--- config.mk ---
export PLATFORM = sky130hd
export DESIGN_NAME = apm_power_cmd
export DESIGN_NICKNAME = d
export VERILOG_FILES = /design/src/rtl/apm_pkg.sv /design/src/rtl/apm_spindle.sv /design/src/rtl/apm_power_cmd.sv
export SDC_FILE = /design/constraint.sdc
export NUM_CORES = 1
export LEC_CHECK = 0
export BUFFER_PORTS_ARGS = -buffer_cell sky130_fd_sc_hd__buf_2
export CAP_MARGIN = 20
export CELL_PAD_IN_SITES_DETAIL_PLACEMENT = 1
export CELL_PAD_IN_SITES_GLOBAL_PLACEMENT = 1
export CORE_MARGIN = 2
export CORE_UTILIZATION = 45
export CTS_CLUSTER_DIAMETER = 150
export DETAILED_ROUTE_END_ITERATION = 8
export PLACE_DENSITY_LB_ADDON = 0.1
export SYNTH_ARGS = -nofsm -noshare
export SYNTH_HDL_FRONTEND = slang
export SYNTH_SLANG_ARGS = --single-unit
--- constraint.sdc ---
create_clock -name mclk -period 7.8 [get_ports mclk]
set_input_delay 0.78 -clock mclk [delete_from_list [all_inputs] [get_ports mclk]]
set_output_delay 0.78 -clock mclk [all_outputs]
set_load 0.03 [all_outputs]
--- src/rtl/apm_pkg.sv ---
// Shared constants for the power-mode command block.
// Assumes a 10 MHz mclk and the task-file register port of the drive.
package apm_pkg;
  // Task-file offsets
  localparam logic [9:0] OFS_ERR_FEAT = 10'h1F1;
  localparam logic [9:0] OFS_COUNT = 10'h1F2;
  localparam logic [9:0] OFS_SECTOR = 10'h1F3;
  localparam logic [9:0] OFS_CYL_LO = 10'h1F4;
  localparam logic [9:0] OFS_CYL_HI = 10'h1F5;
  localparam logic [9:0] OFS_DRV_HEAD = 10'h1F6;
  localparam logic [9:0] OFS_STAT_CMD = 10'h1F7;
  // Command codes
  localparam logic [7:0] CMD_IDLE_IMM_A = 8'h95;
  localparam logic [7:0] CMD_IDLE_IMM_B = 8'hE1;
  localparam logic [7:0] CMD_STBY_A = 8'h96;
  localparam logic [7:0] CMD_STBY_B = 8'hE2;
  localparam logic [7:0] CMD_STBY_IMM_A = 8'h94;
  localparam logic [7:0] CMD_STBY_IMM_B = 8'hE0;
  // Status bit positions
  localparam int ST_BSY = 7;
  localparam int ST_DRDY = 6;
  localparam int ST_ERR = 0;
  // Drive-select bit position
  localparam int DH_DRV = 4;
  // Reset values
  localparam logic [7:0] RST_REG = 8'h00;
  localparam logic [7:0] RST_COUNT = 8'h01;
  // Timeout table boundaries
  localparam logic [7:0] TMO_SEC_MAX = 8'hF0;
  localparam logic [7:0] TMO_HALF_MAX = 8'hFB;
  localparam logic [7:0] TMO_21M = 8'hFC;
  localparam logic [7:0] TMO_8H = 8'hFD;
  // Timeout units in seconds
  localparam int SEC_STEP = 5;
  localparam int SEC_HALF_HOUR = 1800;
  localparam int SEC_21M = 1260;
  localparam int SEC_8H = 28800;
  localparam int SEC_21M15 = 1275;
  // Clock rate and one-second tick
  localparam int CLK_HZ = 10000000;
  localparam int SEC_CYCLES = CLK_HZ;
  // Spindle ramp time in milliseconds
  localparam int SPIN_MS = 100;
  localparam int SPIN_CYCLES = SPIN_MS * (CLK_HZ / 1000);
endpackage

--- src/rtl/apm_spindle.sv ---
// Spindle motor model: ramps up or down over a programmable time.
// Assumes run requests come from logic on the same mclk.
`timescale 1ns/1ps
module apm_spindle #(
  parameter int RAMP_CYCLES = apm_pkg::SPIN_CYCLES
) (
  // Clock and reset
  input wire logic mclk,
  input wire logic reset_n,
  // Control
  input wire logic run_req,
  // Status
  output logic spinning,
  output logic stopped
);
  initial begin
    if (RAMP_CYCLES < 1) $error("RAMP_CYCLES must be at least one");
  end

  // All state in one struct
  typedef struct packed {
    logic at_speed;
    logic at_rest;
    logic [31:0] cnt;
  } apm_spin_t;
  apm_spin_t st_ff, nxt_st;

  // Ramp towards the requested state, then settle
  always_comb begin
    nxt_st = st_ff;
    if (run_req && !st_ff.at_speed) begin
      nxt_st.at_rest = 1'b0;
      nxt_st.cnt = st_ff.cnt + 32'h1;
      if (st_ff.cnt >= 32'(RAMP_CYCLES - 1)) begin
        nxt_st.at_speed = 1'b1;
        nxt_st.cnt = 32'h0;
      end
    end else if (!run_req && !st_ff.at_rest) begin
      nxt_st.at_speed = 1'b0;
      nxt_st.cnt = st_ff.cnt + 32'h1;
      if (st_ff.cnt >= 32'(RAMP_CYCLES - 1)) begin
        nxt_st.at_rest = 1'b1;
        nxt_st.cnt = 32'h0;
      end
    end else begin
      nxt_st.cnt = 32'h0;
    end
  end

  // Motor comes up spinning after reset
  always_ff @(posedge mclk or negedge reset_n) begin
    if (!reset_n) begin
      st_ff <= '{at_speed: 1'b1, at_rest: 1'b0, cnt: 32'h0};
    end else begin
      st_ff <= nxt_st;
    end
  end

  assign spinning = st_ff.at_speed;
  assign stopped = st_ff.at_rest;
endmodule

--- src/rtl/apm_power_cmd.sv ---
// Power-mode command interpreter behind the task-file registers.
// Assumes the register strobes are already synchronous to mclk.
`timescale 1ns/1ps
// Functional notes
// - Codes 95h or E1h mean idle now
// - Idle now: busy, idle, clear busy, interrupt
// - Idle now never touches power-down timer settings
// - Codes 96h or E2h mean timed standby
// - Standby: busy, standby, clear busy, interrupt
// - Standby may finish before spindle stops
// - Already stopped spindle skips spin-down
// - Nonzero count arms timer, runs in idle
// - Timer expiry moves idle into standby
// - Zero count disables automatic power-down
// - Spindle stays stopped in standby
// - Seek command in standby spins up first
// - Codes 94h or E0h mean standby now
// - Standby now leaves timer settings untouched
// - Count value selects timeout per table
// - Any command restarts timer after completion
module apm_power_cmd #(
  parameter int SEC_CYCLES = apm_pkg::SEC_CYCLES,
  parameter int SPIN_CYCLES = apm_pkg::SPIN_CYCLES
) (
  // Clock and reset
  input wire logic mclk,
  input wire logic reset_n,
  // Task-file register port
  input wire logic [9:0] reg_addr,
  input wire logic reg_wr,
  input wire logic reg_rd,
  input wire logic [7:0] reg_wdata,
  output logic [7:0] reg_rdata,
  // Host interrupt, level until status read
  output logic host_irq,
  // Other drive commands needing the spindle
  input wire logic seek_cmd,
  output logic seek_go,
  // Power state views
  output logic in_standby,
  output logic motor_run
);
  // A zero second length would wrap the tick limit to all ones and stall the timer
  initial begin
    if (SEC_CYCLES < 1) $error("SEC_CYCLES must be at least one");
  end

  // Mode states, one-hot
  typedef enum logic [3:0] {
    S_IDLE = 4'h1,
    S_BUSY = 4'h2,
    S_STBY = 4'h4,
    S_SPINUP = 4'h8
  } apm_state_t;

  // Command kinds
  typedef enum logic [1:0] {
    K_NONE = 2'h0,
    K_IDLE = 2'h1,
    K_STBY = 2'h2,
    K_STBY_IMM = 2'h3
  } apm_kind_t;

  // All block state
  typedef struct packed {
    apm_state_t state;
    apm_kind_t kind;
    logic [7:0] feat;
    logic [7:0] count;
    logic [7:0] sector;
    logic [7:0] cyl_lo;
    logic [7:0] cyl_hi;
    logic [7:0] drv_head;
    logic [7:0] rdata;
    logic irq;
    logic apd_en;
    logic [7:0] apd_code;
    logic [15:0] apd_secs;
    logic [31:0] tick;
    logic seek_go;
  } apm_reg_t;
  apm_reg_t st_ff, nxt_st;

  logic spinning;
  logic stopped;
  logic want_run;

  // Decode a command code into its kind
  function automatic apm_kind_t decode_cmd(input logic [7:0] code);
    case (code)
      apm_pkg::CMD_IDLE_IMM_A, apm_pkg::CMD_IDLE_IMM_B: decode_cmd = K_IDLE;
      apm_pkg::CMD_STBY_A, apm_pkg::CMD_STBY_B: decode_cmd = K_STBY;
      apm_pkg::CMD_STBY_IMM_A, apm_pkg::CMD_STBY_IMM_B: decode_cmd = K_STBY_IMM;
      default: decode_cmd = K_NONE;
    endcase
  endfunction

  // Timeout in seconds for a count code
  // Every code fits 16 bits; the 8 h setting is the longest span
  function automatic logic [15:0] timeout_secs(input logic [7:0] code);
    if (code <= apm_pkg::TMO_SEC_MAX) begin
      timeout_secs = 16'(code * apm_pkg::SEC_STEP);
    end else if (code <= apm_pkg::TMO_HALF_MAX) begin
      timeout_secs = 16'((code - apm_pkg::TMO_SEC_MAX) * apm_pkg::SEC_HALF_HOUR);
    end else if (code == apm_pkg::TMO_21M) begin
      timeout_secs = 16'(apm_pkg::SEC_21M);
    end else if (code == apm_pkg::TMO_8H) begin
      timeout_secs = 16'(apm_pkg::SEC_8H);
    end else begin
      timeout_secs = 16'(apm_pkg::SEC_21M15);
    end
  endfunction

  // Spindle follows the power mode
  // Ramp length is a parameter so simulation can shorten it
  apm_spindle #(
    .RAMP_CYCLES(SPIN_CYCLES)
  ) u_spindle (
    .mclk(mclk),
    .reset_n(reset_n),
    .run_req(want_run),
    .spinning(spinning),
    .stopped(stopped)
  );

  // Motor runs outside standby; busy before standby keeps it off
  // Standby kinds drop the request at once, so busy can clear
  // while the spindle is still coasting down
  assign want_run = (st_ff.state == S_IDLE) || (st_ff.state == S_SPINUP) ||
    ((st_ff.state == S_BUSY) && (st_ff.kind == K_IDLE));

  // Register, command and timer logic
  always_comb begin
    logic wr_cmd;
    logic [7:0] status;
    wr_cmd = 1'b0;
    status = 8'h00;
    nxt_st = st_ff;
    nxt_st.seek_go = 1'b0;
    nxt_st.rdata = st_ff.rdata;

    // Parameter writes; host loads these before the opcode
    // Feature byte is held for the host; no power command uses it
    if (reg_wr) begin
      case (reg_addr)
        apm_pkg::OFS_ERR_FEAT: nxt_st.feat = reg_wdata;
        apm_pkg::OFS_COUNT: nxt_st.count = reg_wdata;
        apm_pkg::OFS_SECTOR: nxt_st.sector = reg_wdata;
        apm_pkg::OFS_CYL_LO: nxt_st.cyl_lo = reg_wdata;
        apm_pkg::OFS_CYL_HI: nxt_st.cyl_hi = reg_wdata;
        apm_pkg::OFS_DRV_HEAD: nxt_st.drv_head = reg_wdata;
        apm_pkg::OFS_STAT_CMD: wr_cmd = 1'b1;
        default: ;
      endcase
    end

    // Status byte
    status[apm_pkg::ST_BSY] = (st_ff.state == S_BUSY) || (st_ff.state == S_SPINUP);
    status[apm_pkg::ST_DRDY] = !status[apm_pkg::ST_BSY];
    // Error bit stays low: none of these commands can abort
    status[apm_pkg::ST_ERR] = 1'b0;

    // Read data; status read acknowledges the interrupt
    if (reg_rd) begin
      case (reg_addr)
        apm_pkg::OFS_ERR_FEAT: nxt_st.rdata = apm_pkg::RST_REG;
        apm_pkg::OFS_COUNT: nxt_st.rdata = st_ff.count;
        apm_pkg::OFS_SECTOR: nxt_st.rdata = st_ff.sector;
        apm_pkg::OFS_CYL_LO: nxt_st.rdata = st_ff.cyl_lo;
        apm_pkg::OFS_CYL_HI: nxt_st.rdata = st_ff.cyl_hi;
        apm_pkg::OFS_DRV_HEAD: nxt_st.rdata = st_ff.drv_head;
        apm_pkg::OFS_STAT_CMD: begin
          nxt_st.rdata = status;
          nxt_st.irq = 1'b0;
        end
        default: nxt_st.rdata = apm_pkg::RST_REG;
      endcase
    end

    // Power-down countdown, only while idle and quiet
    // Reloading on every other path means a stray command never
    // leaves a half-spent count behind
    if (st_ff.state == S_IDLE && st_ff.apd_en && !wr_cmd && !seek_cmd) begin
      if (st_ff.tick >= 32'(SEC_CYCLES - 1)) begin
        nxt_st.tick = 32'h0;
        nxt_st.apd_secs = st_ff.apd_secs - 16'h1;
      end else begin
        nxt_st.tick = st_ff.tick + 32'h1;
      end
    end else begin
      // Any activity reloads the countdown
      nxt_st.tick = 32'h0;
      nxt_st.apd_secs = timeout_secs(st_ff.apd_code);
    end

    // Mode sequencing
    case (st_ff.state)
      S_IDLE, S_STBY: begin
        // A decoded opcode beats seek, seek beats expiry; foreign codes do not
        if (wr_cmd && decode_cmd(reg_wdata) != K_NONE) begin
          nxt_st.kind = decode_cmd(reg_wdata);
          nxt_st.state = S_BUSY;
          if (decode_cmd(reg_wdata) == K_STBY) begin
            nxt_st.apd_en = (st_ff.count != 8'h00);
            nxt_st.apd_code = st_ff.count;
          end
        end else if (seek_cmd && st_ff.state == S_STBY) begin
          nxt_st.state = S_SPINUP;
        end else if (seek_cmd) begin
          nxt_st.seek_go = 1'b1;
        end else if (st_ff.state == S_IDLE && st_ff.apd_en &&
                     st_ff.apd_secs == 16'h0) begin
          nxt_st.state = S_STBY;
        end
      end
      S_BUSY: begin
        // Completion does not wait for the spindle to stop
        nxt_st.state = (st_ff.kind == K_IDLE) ? S_IDLE : S_STBY;
        // Set here wins over a status read in the same cycle
        nxt_st.irq = 1'b1;
      end
      S_SPINUP: begin
        // Busy stays up until the motor is at speed
        if (spinning) begin
          nxt_st.state = S_IDLE;
          nxt_st.seek_go = 1'b1;
        end
      end
      default: nxt_st.state = S_IDLE;
    endcase
  end

  // Single register stage for all state
  // Reset leaves this block idle with the spindle model turning
  always_ff @(posedge mclk or negedge reset_n) begin
    if (!reset_n) begin
      st_ff <= '{state: S_IDLE, kind: K_NONE, feat: apm_pkg::RST_REG,
                 count: apm_pkg::RST_COUNT, sector: apm_pkg::RST_COUNT,
                 cyl_lo: apm_pkg::RST_REG, cyl_hi: apm_pkg::RST_REG,
                 drv_head: apm_pkg::RST_REG, rdata: apm_pkg::RST_REG,
                 irq: 1'b0, apd_en: 1'b0, apd_code: apm_pkg::RST_REG,
                 apd_secs: 16'h0, tick: 32'h0, seek_go: 1'b0};
    end else begin
      st_ff <= nxt_st;
    end
  end

  assign reg_rdata = st_ff.rdata;
  assign host_irq = st_ff.irq;
  assign seek_go = st_ff.seek_go;
  assign in_standby = (st_ff.state == S_STBY);
  assign motor_run = spinning;

  // Sequencer checks; all sample on the rising edge
  // Idle-now clears busy next cycle with interrupt
  idle_done_a: assert property (@(posedge mclk) disable iff (!reset_n)
    (st_ff.state == S_BUSY && st_ff.kind == K_IDLE) |=> (st_ff.state == S_IDLE && host_irq))
    else $error("idle command did not complete");

  // Standby commands land in standby with interrupt
  stby_done_a: assert property (@(posedge mclk) disable iff (!reset_n)
    (st_ff.state == S_BUSY && st_ff.kind != K_IDLE) |=> (in_standby && host_irq))
    else $error("standby command did not complete");

  // Idle-now leaves timer settings alone
  idle_timer_a: assert property (@(posedge mclk) disable iff (!reset_n)
    (st_ff.state == S_BUSY && st_ff.kind == K_IDLE) |->
      ($stable(st_ff.apd_en) && $stable(st_ff.apd_code)))
    else $error("idle command changed timer");

  // Standby-now leaves timer settings alone
  imm_timer_a: assert property (@(posedge mclk) disable iff (!reset_n)
    (st_ff.state == S_BUSY && st_ff.kind == K_STBY_IMM) |->
      ($stable(st_ff.apd_en) && $stable(st_ff.apd_code)))
    else $error("standby now changed timer");

  // Standby count arms or disarms timer
  stby_arm_a: assert property (@(posedge mclk) disable iff (!reset_n)
    (st_ff.state == S_BUSY && st_ff.kind == K_STBY) |-> (st_ff.apd_en == (st_ff.apd_code != 8'h00)))
    else $error("standby count did not set timer");

  // Expiry in idle leads to standby
  apd_fire_a: assert property (@(posedge mclk) disable iff (!reset_n)
    (st_ff.state == S_IDLE && st_ff.apd_en && st_ff.apd_secs == 16'h0 && !reg_wr && !seek_cmd)
    |=> in_standby)
    else $error("timer expiry ignored");

  // Motor never asked to run in standby
  stby_motor_a: assert property (@(posedge mclk) disable iff (!reset_n)
    in_standby |-> !want_run)
    else $error("motor requested in standby");

  // Seek in standby waits for spin-up
  seek_spin_a: assert property (@(posedge mclk) disable iff (!reset_n)
    seek_go |-> motor_run || $past(st_ff.state) == S_IDLE)
    else $error("seek released before spin-up");

  // Busy lasts exactly one cycle for these commands
  busy_once_a: assert property (@(posedge mclk) disable iff (!reset_n)
    (st_ff.state == S_BUSY) |=> (st_ff.state != S_BUSY))
    else $error("busy held longer than one cycle");

  // Status read outside busy drops the interrupt
  irq_ack_a: assert property (@(posedge mclk) disable iff (!reset_n)
    (reg_rd && reg_addr == apm_pkg::OFS_STAT_CMD && st_ff.state != S_BUSY) |=> !host_irq)
    else $error("status read left interrupt set");

  // Timer off: idle never drops into standby alone
  apd_off_a: assert property (@(posedge mclk) disable iff (!reset_n)
    (st_ff.state == S_IDLE && !st_ff.apd_en) |=> !in_standby)
    else $error("standby entered with timer off");

  // Timer stays parked while in standby
  tmr_park_a: assert property (@(posedge mclk) disable iff (!reset_n)
    (st_ff.state == S_STBY) |=> (st_ff.tick == 32'h0))
    else $error("timer ran in standby");

  // Motor not at speed from the second standby cycle on
  stby_spin_a: assert property (@(posedge mclk) disable iff (!reset_n)
    (in_standby && $past(in_standby)) |-> !motor_run)
    else $error("spindle turning in standby");

  // Spindle already at rest stays at rest through a standby command
  spin_rest_a: assert property (@(posedge mclk) disable iff (!reset_n)
    (st_ff.state == S_BUSY && st_ff.kind != K_IDLE && stopped) |=> stopped)
    else $error("stopped spindle was moved");

  // Seek in idle is released on the next edge
  seek_idle_a: assert property (@(posedge mclk) disable iff (!reset_n)
    (st_ff.state == S_IDLE && seek_cmd && !reg_wr) |=> seek_go)
    else $error("idle seek not released");

  // No seek release while the motor is still ramping
  spin_wait_a: assert property (@(posedge mclk) disable iff (!reset_n)
    (st_ff.state == S_SPINUP && !spinning) |=> (st_ff.state == S_SPINUP && !seek_go))
    else $error("seek released during spin-up");

  // Read data holds until the next read
  rdata_hold_a: assert property (@(posedge mclk) disable iff (!reset_n)
    !reg_rd |=> $stable(reg_rdata))
    else $error("read data changed without a read");
endmodule

After elaboration in Yosys (flattened, before gate mapping)
Cells that the tools add are included.

storage, ports and cells
  bits in registers = 147
  bits in latches = 0
  bits in writable memories = 0
  memory bits (read-only) = 0
  output and inout bits = 12
  memories = 0

operators by class
  add/sub/neg operators = 4
  $mul = 2
  divide/modulo/power cells = 0
  order comparisons = 4
  equality and inequality tests = 25
  shift operators = 0
  mux-type cells = 35
  bitwise logic cells = 0
  reductions and logical operators = 40

operator list
  cell                                                                                   count
  32-bit 2-to-1 mux                                                                      3
  32-bit by 1-bit adder with 32-bit output, second input constant                        2
  8-bit equality test, second input constant                                             8
  10-bit by 9-bit equality test with 1-bit output, second input constant                 6
  16-bit 2-to-1 mux                                                                      3
  48-bit 2-to-1 mux                                                                      1
  8-bit case mux with 6 select lines                                                     1
  34-bit 2-to-1 mux                                                                      1
  33-bit 2-to-1 mux                                                                      1
  32-bit by 20-bit greater-or-equal comparator with 1-bit output, second input constant  1
  32-bit by 24-bit greater-or-equal comparator with 1-bit output, second input constant  1
  32-bit by 8-bit multiplier with 13-bit output, second input constant                   1
  15-bit 2-to-1 mux                                                                      2
  4-bit 2-to-1 mux                                                                       5
  2-bit AND reduction                                                                    9
  8-bit <= comparator, second input constant                                             2
  16-bit logical NOT                                                                     1
  16-bit by 1-bit subtractor with 16-bit output, second input constant                   1
  4-bit case mux with 3 select lines                                                     1
  8-bit by 3-bit multiplier with 11-bit output, second input constant                    1
  1-bit 2-to-1 mux                                                                       10
  2-bit nonzero test                                                                     5
  1-bit logical AND                                                                      9
  8-bit by 8-bit subtractor with 9-bit output, second input constant                     1
  18 further kinds                                                                       34

Depth between registers and ports, before layout
Gate-level depths: netlist (run 1).

  depth in word-level cells = 10
  depth in mapped cells = 15

Cells and area by module
From an unflattened synthesis (run 1), not the netlist that was laid out.

unflattened totals
  cells, all modules = 775
  area total of the unflattened synthesis = 8,205.4 µm²

modules (own cells, without submodules)
  module         instances  cells an instance  area an instance (µm²)  seq. area each (µm²)
  apm_power_cmd  1          637                6,744.0                 2,831.5
  apm_spindle    1          138                1,461.4                 852.1

Worst setup path before layout (run 1)
OpenSTA, ideal clock, no wires.

  kind = register to register
  start = register st_ff[51] (netlist name)
  end = register st_ff[48] (netlist name)
  arrival = 3,189 ps
  required time = 7,664 ps
  slack = 4,476 ps
  stages on the path, launching flop included = 14
  clock period less this slack = 3,324 ps
  cells stage by stage = dfrtp_1 inv_1 fa_1 inv_1 ha_1 fa_1 ha_1 ha_1 a211oi_1 o21bai_1 a21oi_1 nor4_1 mux2i_1 o21ai_0

on the way
  word-level cells in the longest chain between the ends = 5

RTL lines
  what                                           line                  source
  from (decl)                                    apm_power_cmd.sv:82   apm_reg_t st_ff, nxt_st;
  from (signal assigned)                         apm_power_cmd.sv:237  st_ff <= '{state: S_IDLE, kind: K_NONE, feat: apm_pkg::RST_REG,
  from (signal assigned)                         apm_power_cmd.sv:244  st_ff <= nxt_st;
  8-bit by 8-bit subtractor with 9-bit output    apm_power_cmd.sv:104  timeout_secs = 16'((code - apm_pkg::TMO_SEC_MAX) * apm_pkg::SEC_HALF_HOUR);
  32-bit by 8-bit multiplier with 13-bit output  apm_power_cmd.sv:104
  16-bit 2-to-1 mux                              apm_power_cmd.sv:103  end else if (code <= apm_pkg::TMO_HALF_MAX) begin
  16-bit 2-to-1 mux *                            apm_power_cmd.sv:101  if (code <= apm_pkg::TMO_SEC_MAX) begin
  48-bit 2-to-1 mux *                            apm_power_cmd.sv:183  if (st_ff.state == S_IDLE && st_ff.apd_en && !wr_cmd && !seek_cmd) begin

Mark *: on every way between the ends. The rest lies on a longest branch, timed or not.
A chain may end at the register's enable or synchronous reset.

Worst setup path after layout (run 1)
Same ends and word-level chain as after synthesis.

==> results.json, run 1 <==
{
  "outcome": "completed",
  "seq_area_um2": 3680,
  "dominantRegCellSynth": "dfrtp_1",
  "worstSetupPathType": "flop to flop",
  "routedWlPerCell_um": 18.1,
  "cts_buffers": 17,
  "path_common_cell": "ha_1",
  "cts_tree": "yes",
  "std_cell_rows": 49,
  "vias": 5837,
  "ant_nets": 0,
  "final_nets": 878,
  "multiInputGateArea_um2": 4180,
  "worstPathRequired_ns": 8.10,
  "ir_drop_uv": 155,
  "hold_path.class": "input pin to async pin",
  "syn_avg_cell_area_um2": 10.6,
  "io_pins": 35,
  "yosys_register_bits": 147,
  "cts_resized": 0,
  "hold_viol": 0,
  "skew_ns": 0.0122,
  "power.leakage_nw": 4.29,
  "maxCapViolations": 0,
  "antenna_found_initial": 0,
  "fin_setup_tns_ns": 0,
  "synth_top_cell_by_area": "dfrtp_1",
  "cp_cell_sequence": "inv_1 -> fa_1 -> inv_1 -> ha_1 -> fa_1 -> ha_1 -> ha_1 -> a211oi_1 -> o21bai_1 -> a21oi_1 -> nor4_1 -> mux2i_1 -> o21ai_0",
  "n_antenna_cell": 0,
  "die_area_um2": 19100,
  "core_area_um2": 17800,
  "hold-worst-slack_ns": 0.410,
  "finalCritPeriodShare_pct": 46.8,
  "synth_edf_count": 0,
  "ys_warn_count": 0,
  "nFillCells": 1960,
  "grt_pass1_wl_um": 32300,
  "clock_sinks": 147,
  "layout_setup_ws_ns": 4.15,
  "grt.total_usage_pct": 20.7,
  "grt_max_degree": 84,
  "grt-ovfl-total": 0,
  "synth_area_leaders": "dfrtp_1 44%, mux2_2 7.1%, ha_1 6.3%",
  "slew_violations": 0,
  "io_buffers": 34,
  "max_freq_ghz": 0.274,
  "path_clk_slew_ns": 0.06,
  "initial_core_util_pct": 45.5,
  "firstDrtPassIters": 4,
  "synth_top_area_share_pct": 44.1,
  "p_per_area_nw_per_um2": 198,
  "grt_pass1_vias": 6431,
  "placed_area_um2": 8480,
  "layout.cells.most_common_list": "143 x dfrtp_1, 85 x nor2_1, 51 x mux2_2, 41 x ha_1, 37 x xor2_1",
  "crit_path_max_incr_delay_ns": 0.54,
  "startpoint_type": "flop",
  "r2r-start": "st_ff[51]",
  "cp_max_fo": 8,
  "first_iter_violations": 274,
  "netlist_area_um2": 8110,
  "cts_setup_buffers": 0,
  "layout_min_cycle_time_ns": 3.65,
  "rsz0062_at_grt": "false",
  "area_growth_pct": 12.3,
  "root_buffer": "clkbuf_16",
  "h-tree-depth": 4,
  "final_common_cell": "dfrtp_1",
  "syn_inst": 766,
  "drc": 0,
  "slowest_stage": "dfrtp_1",
  "fp.dieW_um": 138,
  "dp_slack_ns": 4.15,
  "place_congestion": 0.810,
  "ys_types": 76,
  "ys_async_sr_fraction_pct": 100,
  "crit_path_start": "st_ff[51]",
  "drive_gt1_share_pct": 17.1,
  "dp_hpwl_um": 13500,
  "final_cell_area_um2": 9110,
  "worstMarginPinSlew_ns": 0.834,
  "routed_via_density": 5.57,
  "cp-end-kind": "flop",
  "setup_viol": 0,
  "crit_arrival_ns": 3.95,
  "hold_buffers": 0,
  "cts.path.max_buffers": 2,
  "die_y_um": 138,
  "ys_seq_area_share_pct": 45.4,
  "clock_latency_ns": 0.43,
  "max_slew_margin_pct": 44.3,
  "total_power_mw": 1.80,
  "finalWirelength_um": 19000
}
-- synth_stat cells, drive strengths merged (8+ instances only) --
master,count
ha,41
nand2b,8
mux2,51
dfrtp,143
nand2,35
mux2i,12
clkbuf,17
buf,19
nor4,14
nor2,87
nand3,26
nor3,14
xor2,37
o21ai,24
inv,35
a211oi,8
fa,9
o22ai,10
a21oi,26
o211ai,11
and3,14
xnor2,33
nand4,11
-- registers in the layout (all words and copies together), names as in the netlist --
signal / flops
u_spindle.spinning: 1
host_irq: 1
u_spindle.stopped: 1
reg_rdata: 8
seek_go: 1
u_spindle.st_ff: 32
st_ff: 103
-- per-stage QoR --
stage	cells	util, %
2_1_floorplan	785	-
3_3_place_gp	1015	47.6
3_5_place_dp	1015	47.6
4_1_cts	1047	51.1
5_1_grt	1047	51.1
6_report	1047	51.1
-- worst max-delay path, delay by kind of cell (launching register included) --
family                   cells  cell delay [ns]
adder cells (fa/ha/maj)      5             1.96
AO/OA/AOI/OAI                4             0.62
multiplexers                 1             0.13
AND/OR/NAND/NOR              1             0.07
buffers and inverters        2             0.20
flip-flops                   1             0.54
-- logic make-up after synthesis --
kind of cell / after synthesis / synth area share [%]
DFF: 147 / 45.4
other: 1 / 0.0462
and+or+nand+nor: 236 / 15.2
AOI/OAI and AO/OA: 128 / 10.8
adders and majority gates: 50 / 8.54
buffers and inverters: 71 / 3.92
muxes: 63 / 8.56
xor gates and xnor gates: 70 / 7.56
-- path summary, 6_finish.rpt --
check	endpoint	slack [ns]	cells after the start
max in group asynchronous	st_ff[31]	6.00	2
hold / removal	st_ff[8]	0.41	1
hold reg to reg	st_ff[57]	0.48	1
setup / recovery	st_ff[48]	4.15	13
min in group mclk	st_ff[57]	0.48	1
setup reg to reg	st_ff[48]	4.15	13
-- layer usage --
layer  global-route usage (%)  wire length (um)
met1                     26.2              8690
met2                     36.4              9700
met3                     3.67               336
met4                     6.12               221
met5                        0                 0
-- where the power goes --
group	leakage (nW)	switching, mW	internal, mW
clock network	0.307	0.334	0.540
logic	2.01	0.0768	0.0451
registers	1.98	0.0231	0.782
-- layout make-up --
| cell class | instances | area share [%] |
|---|---|---|
| multi-input combinational | 567 | 45.9 |
| sequential | 147 | 40.4 |
| clock buffer | 18 | 4.71 |
| tap | 229 | 3.14 |
| clock inverter | 14 | 2.21 |
| timing repair buffer | 37 | 2.18 |
| inverter | 35 | 1.44 |
Power figures use the tool's default switching activity.
==> run 2: changes to the inputs <==
Settings changed: ABC_AREA set to 1.
Clock period 7.8 ns to 3.6 ns, I/O delays scaled along.
==> run 2 against run 1 <==
Effect of this change: combinational power increased to 2.8 times the previous value; synthesized cell count increased by 44%; sequential cell count unchanged; count of clock-buffer cells in the layout decreased by 1; area after synthesis increased by 9.3%; register-to-register slack got worse by 3.9 ns; cell area increased by 9.6%; the run now ends with hold timing left; worst hold slack got worse by 0.46 ns; setup slack got worse by 3.9 ns; critical endpoint is now st_ff[46].
==> results.json, run 2 <==
{
  "outcome": "complete, but fails checks",
  "violations": "hold timing",
  "clock_sinks": 147,
  "final_common_cell": "nand2_1",
  "fp.dieW_um": 144,
  "io_buffers": 34,
  "layout_min_cycle_time_ns": 3.39,
  "place_congestion": 0.831,
  "cts_tree": "yes",
  "crit_arrival_ns": 3.68,
  "max_slew_margin_pct": 43.3,
  "seq_area_um2": 3690,
  "area_growth_pct": 12.7,
  "synth_top_area_share_pct": 40.4,
  "r2r_slack_ns": 0.21,
  "layout_setup_ws_ns": 0.210,
  "ys_types": 50,
  "ys_warn_count": 0,
  "synth_area_leaders": "dfrtp_1 40%, nand2_1 11%, ha_1 5.8%",
  "firstDrtPassIters": 4,
  "skew_ns": 0.0102,
  "vias": 7382,
  "path_clk_slew_ns": 0.06,
  "synth_edf_count": 0,
  "dominantRegCellSynth": "dfrtp_1",
  "cp-end-kind": "flop",
  "std_cell_rows": 51,
  "hold_buffers": 0,
  "synth_most_common_cell": "nand2_1",
  "hold_viol": 6,
  "drc": 0,
  "p_per_area_nw_per_um2": 393,
  "antenna_found_initial": 0,
  "hold_path.class": "input pin to async pin",
  "n_antenna_cell": 0,
  "die_area_um2": 20800,
  "crit_path_start": "st_ff[52]",
  "cp_max_fo": 4,
  "initial_core_util_pct": 45.7,
  "first_iter_violations": 324,
  "routed_via_density": 5.14,
  "startpoint_type": "flop",
  "dp_hpwl_um": 16400,
  "drive_gt1_share_pct": 13.2,
  "final_nets": 1232,
  "max_freq_ghz": 0.295,
  "grt_pass1_vias": 7844,
  "netlist_area_um2": 8870,
  "layout.cells.most_common_list": "253 x nand2_1, 141 x dfrtp_1, 128 x inv_1, 123 x nor2_1, 79 x o21ai_0",
  "cts_buffers": 17,
  "synth_top_cell_by_area": "dfrtp_1",
  "finalCritPeriodShare_pct": 94.2,
  "syn_avg_cell_area_um2": 8.06,
  "worstPathRequired_ns": 3.89,
  "fin_setup_tns_ns": 0,
  "nFillCells": 2421,
  "r2r_end": "st_ff[46]",
  "syn_inst": 1100,
  "yosys_register_bits": 147,
  "post-route-util_pct": 51.5,
  "worstSetupPathType": "flop to flop",
  "routedWlPerCell_um": 15.9,
  "die_y_um": 144,
  "multiInputGateArea_um2": 4580,
  "placed_area_um2": 9370,
  "grt_pass1_wl_um": 39100,
  "crit_path_end": "st_ff[46]",
  "largest_register_ffs": 103,
  "grt_max_degree": 82,
  "grt-ovfl-total": 0,
  "maxCapViolations": 0,
  "hold-worst-slack_ns": -0.0473,
  "regMostFlops": "st_ff",
  "dp_slack_ns": 0.0777,
  "r2r-start": "st_ff[52]",
  "io_pins": 35,
  "root_buffer": "clkbuf_16",
  "finalWirelength_um": 22800,
  "yosys-top-cells-count": "253 x nand2_1, 143 x dfrtp_1, 129 x inv_1",
  "grt.total_usage_pct": 23.6,
  "cts.path.max_buffers": 2,
  "ant_nets": 0,
  "total_power_mw": 3.92,
  "core_area_um2": 19400,
  "clock_latency_ns": 0.43,
  "slew_violations": 0,
  "r2r_cells": 14,
  "ys_async_sr_fraction_pct": 100,
  "power.leakage_nw": 4.79,
  "final_cell_area_um2": 9990,
  "ir_drop_uv": 328,
  "setup_viol": 0,
  "h-tree-depth": 4,
  "ys_seq_area_share_pct": 41.5,
  "worstMarginPinSlew_ns": 0.848
}
## run 2: power breakdown
group          switching, mW  leakage, nW  internal, mW  total, mW
registers             0.0335         1.97          1.71       1.74
logic                  0.251         2.52        0.0964      0.347
clock network          0.791        0.293          1.04       1.84
## run 2: worst max-delay path: stages (launching register included)
cell and delay [ns]:
dfrtp_2 0.43, buf_4 0.16, fa_1 0.46, ha_1 0.33
fa_1 0.46, ha_1 0.36, ha_4 0.27, a21oi_1 0.16
nand2_1 0.12, xnor2_1 0.16, nand2_1 0.07, nand2_1 0.06
o21ai_0 0.07, nand2_1 0.07, o21ai_0 0.08
## run 2: layout make-up
type	count	share of cell area [%]
multi-input cells	809	45.8
clock buffers	17	4.26
well taps	265	3.32
clock inverters	14	1.67
repair buffers	47	2.87
inverters	137	5.17
flip-flops and latches	147	36.9
## run 2: layer usage
metal | track usage (%) | wire length [um] | vias up
met5 | 0 | 0 | -
met4 | 5.72 | 299 | 0
met3 | 3.41 | 443 | 20
met2 | 41.3 | 11400 | 71
met1 | 31.0 | 10600 | 3620
li1 | - | - | 3671
## run 2: how the worst min path moves through the flow
stage                          to
2_1_floorplan            host_irq
3_3_place_gp   u_spindle.st_ff[0]
3_5_place_dp            st_ff[48]
4_1_cts                 st_ff[48]
5_1_grt                 st_ff[48]
6_report                st_ff[48]
## run 2: cells by family after synthesis
| group | after synthesis | share of synthesized area, % |
|---|---|---|
| adder cells (fa/ha/maj) | 50 | 7.82 |
| other | 1 | 0.0423 |
| AND/OR/NAND/NOR | 550 | 29.4 |
| XOR/XNOR | 37 | 3.66 |
| buffers and inverters | 163 | 7.79 |
| AO/OA/AOI/OAI | 152 | 9.77 |
| flip-flops | 147 | 41.5 |
## run 2: timing repair
action	4_1_cts	5_1_grt
gates resized for setup	0	7
endpoints found under the setup margin	0	3
setup buffers	0	2
endpoints found under the hold margin	0	0
## run 2: stage by stage
| step | cells | hold slack (ns) |
|---|---|---|
| 5_1_grt | 1436 | 0.0256 |
| 4_1_cts | 1434 | 0.0153 |
| 2_1_floorplan | 1119 | 0.0644 |
| 3_3_place_gp | 1403 | 0.454 |
| 6_report | 1436 | -0.0473 |
| 3_5_place_dp | 1403 | 0.455 |
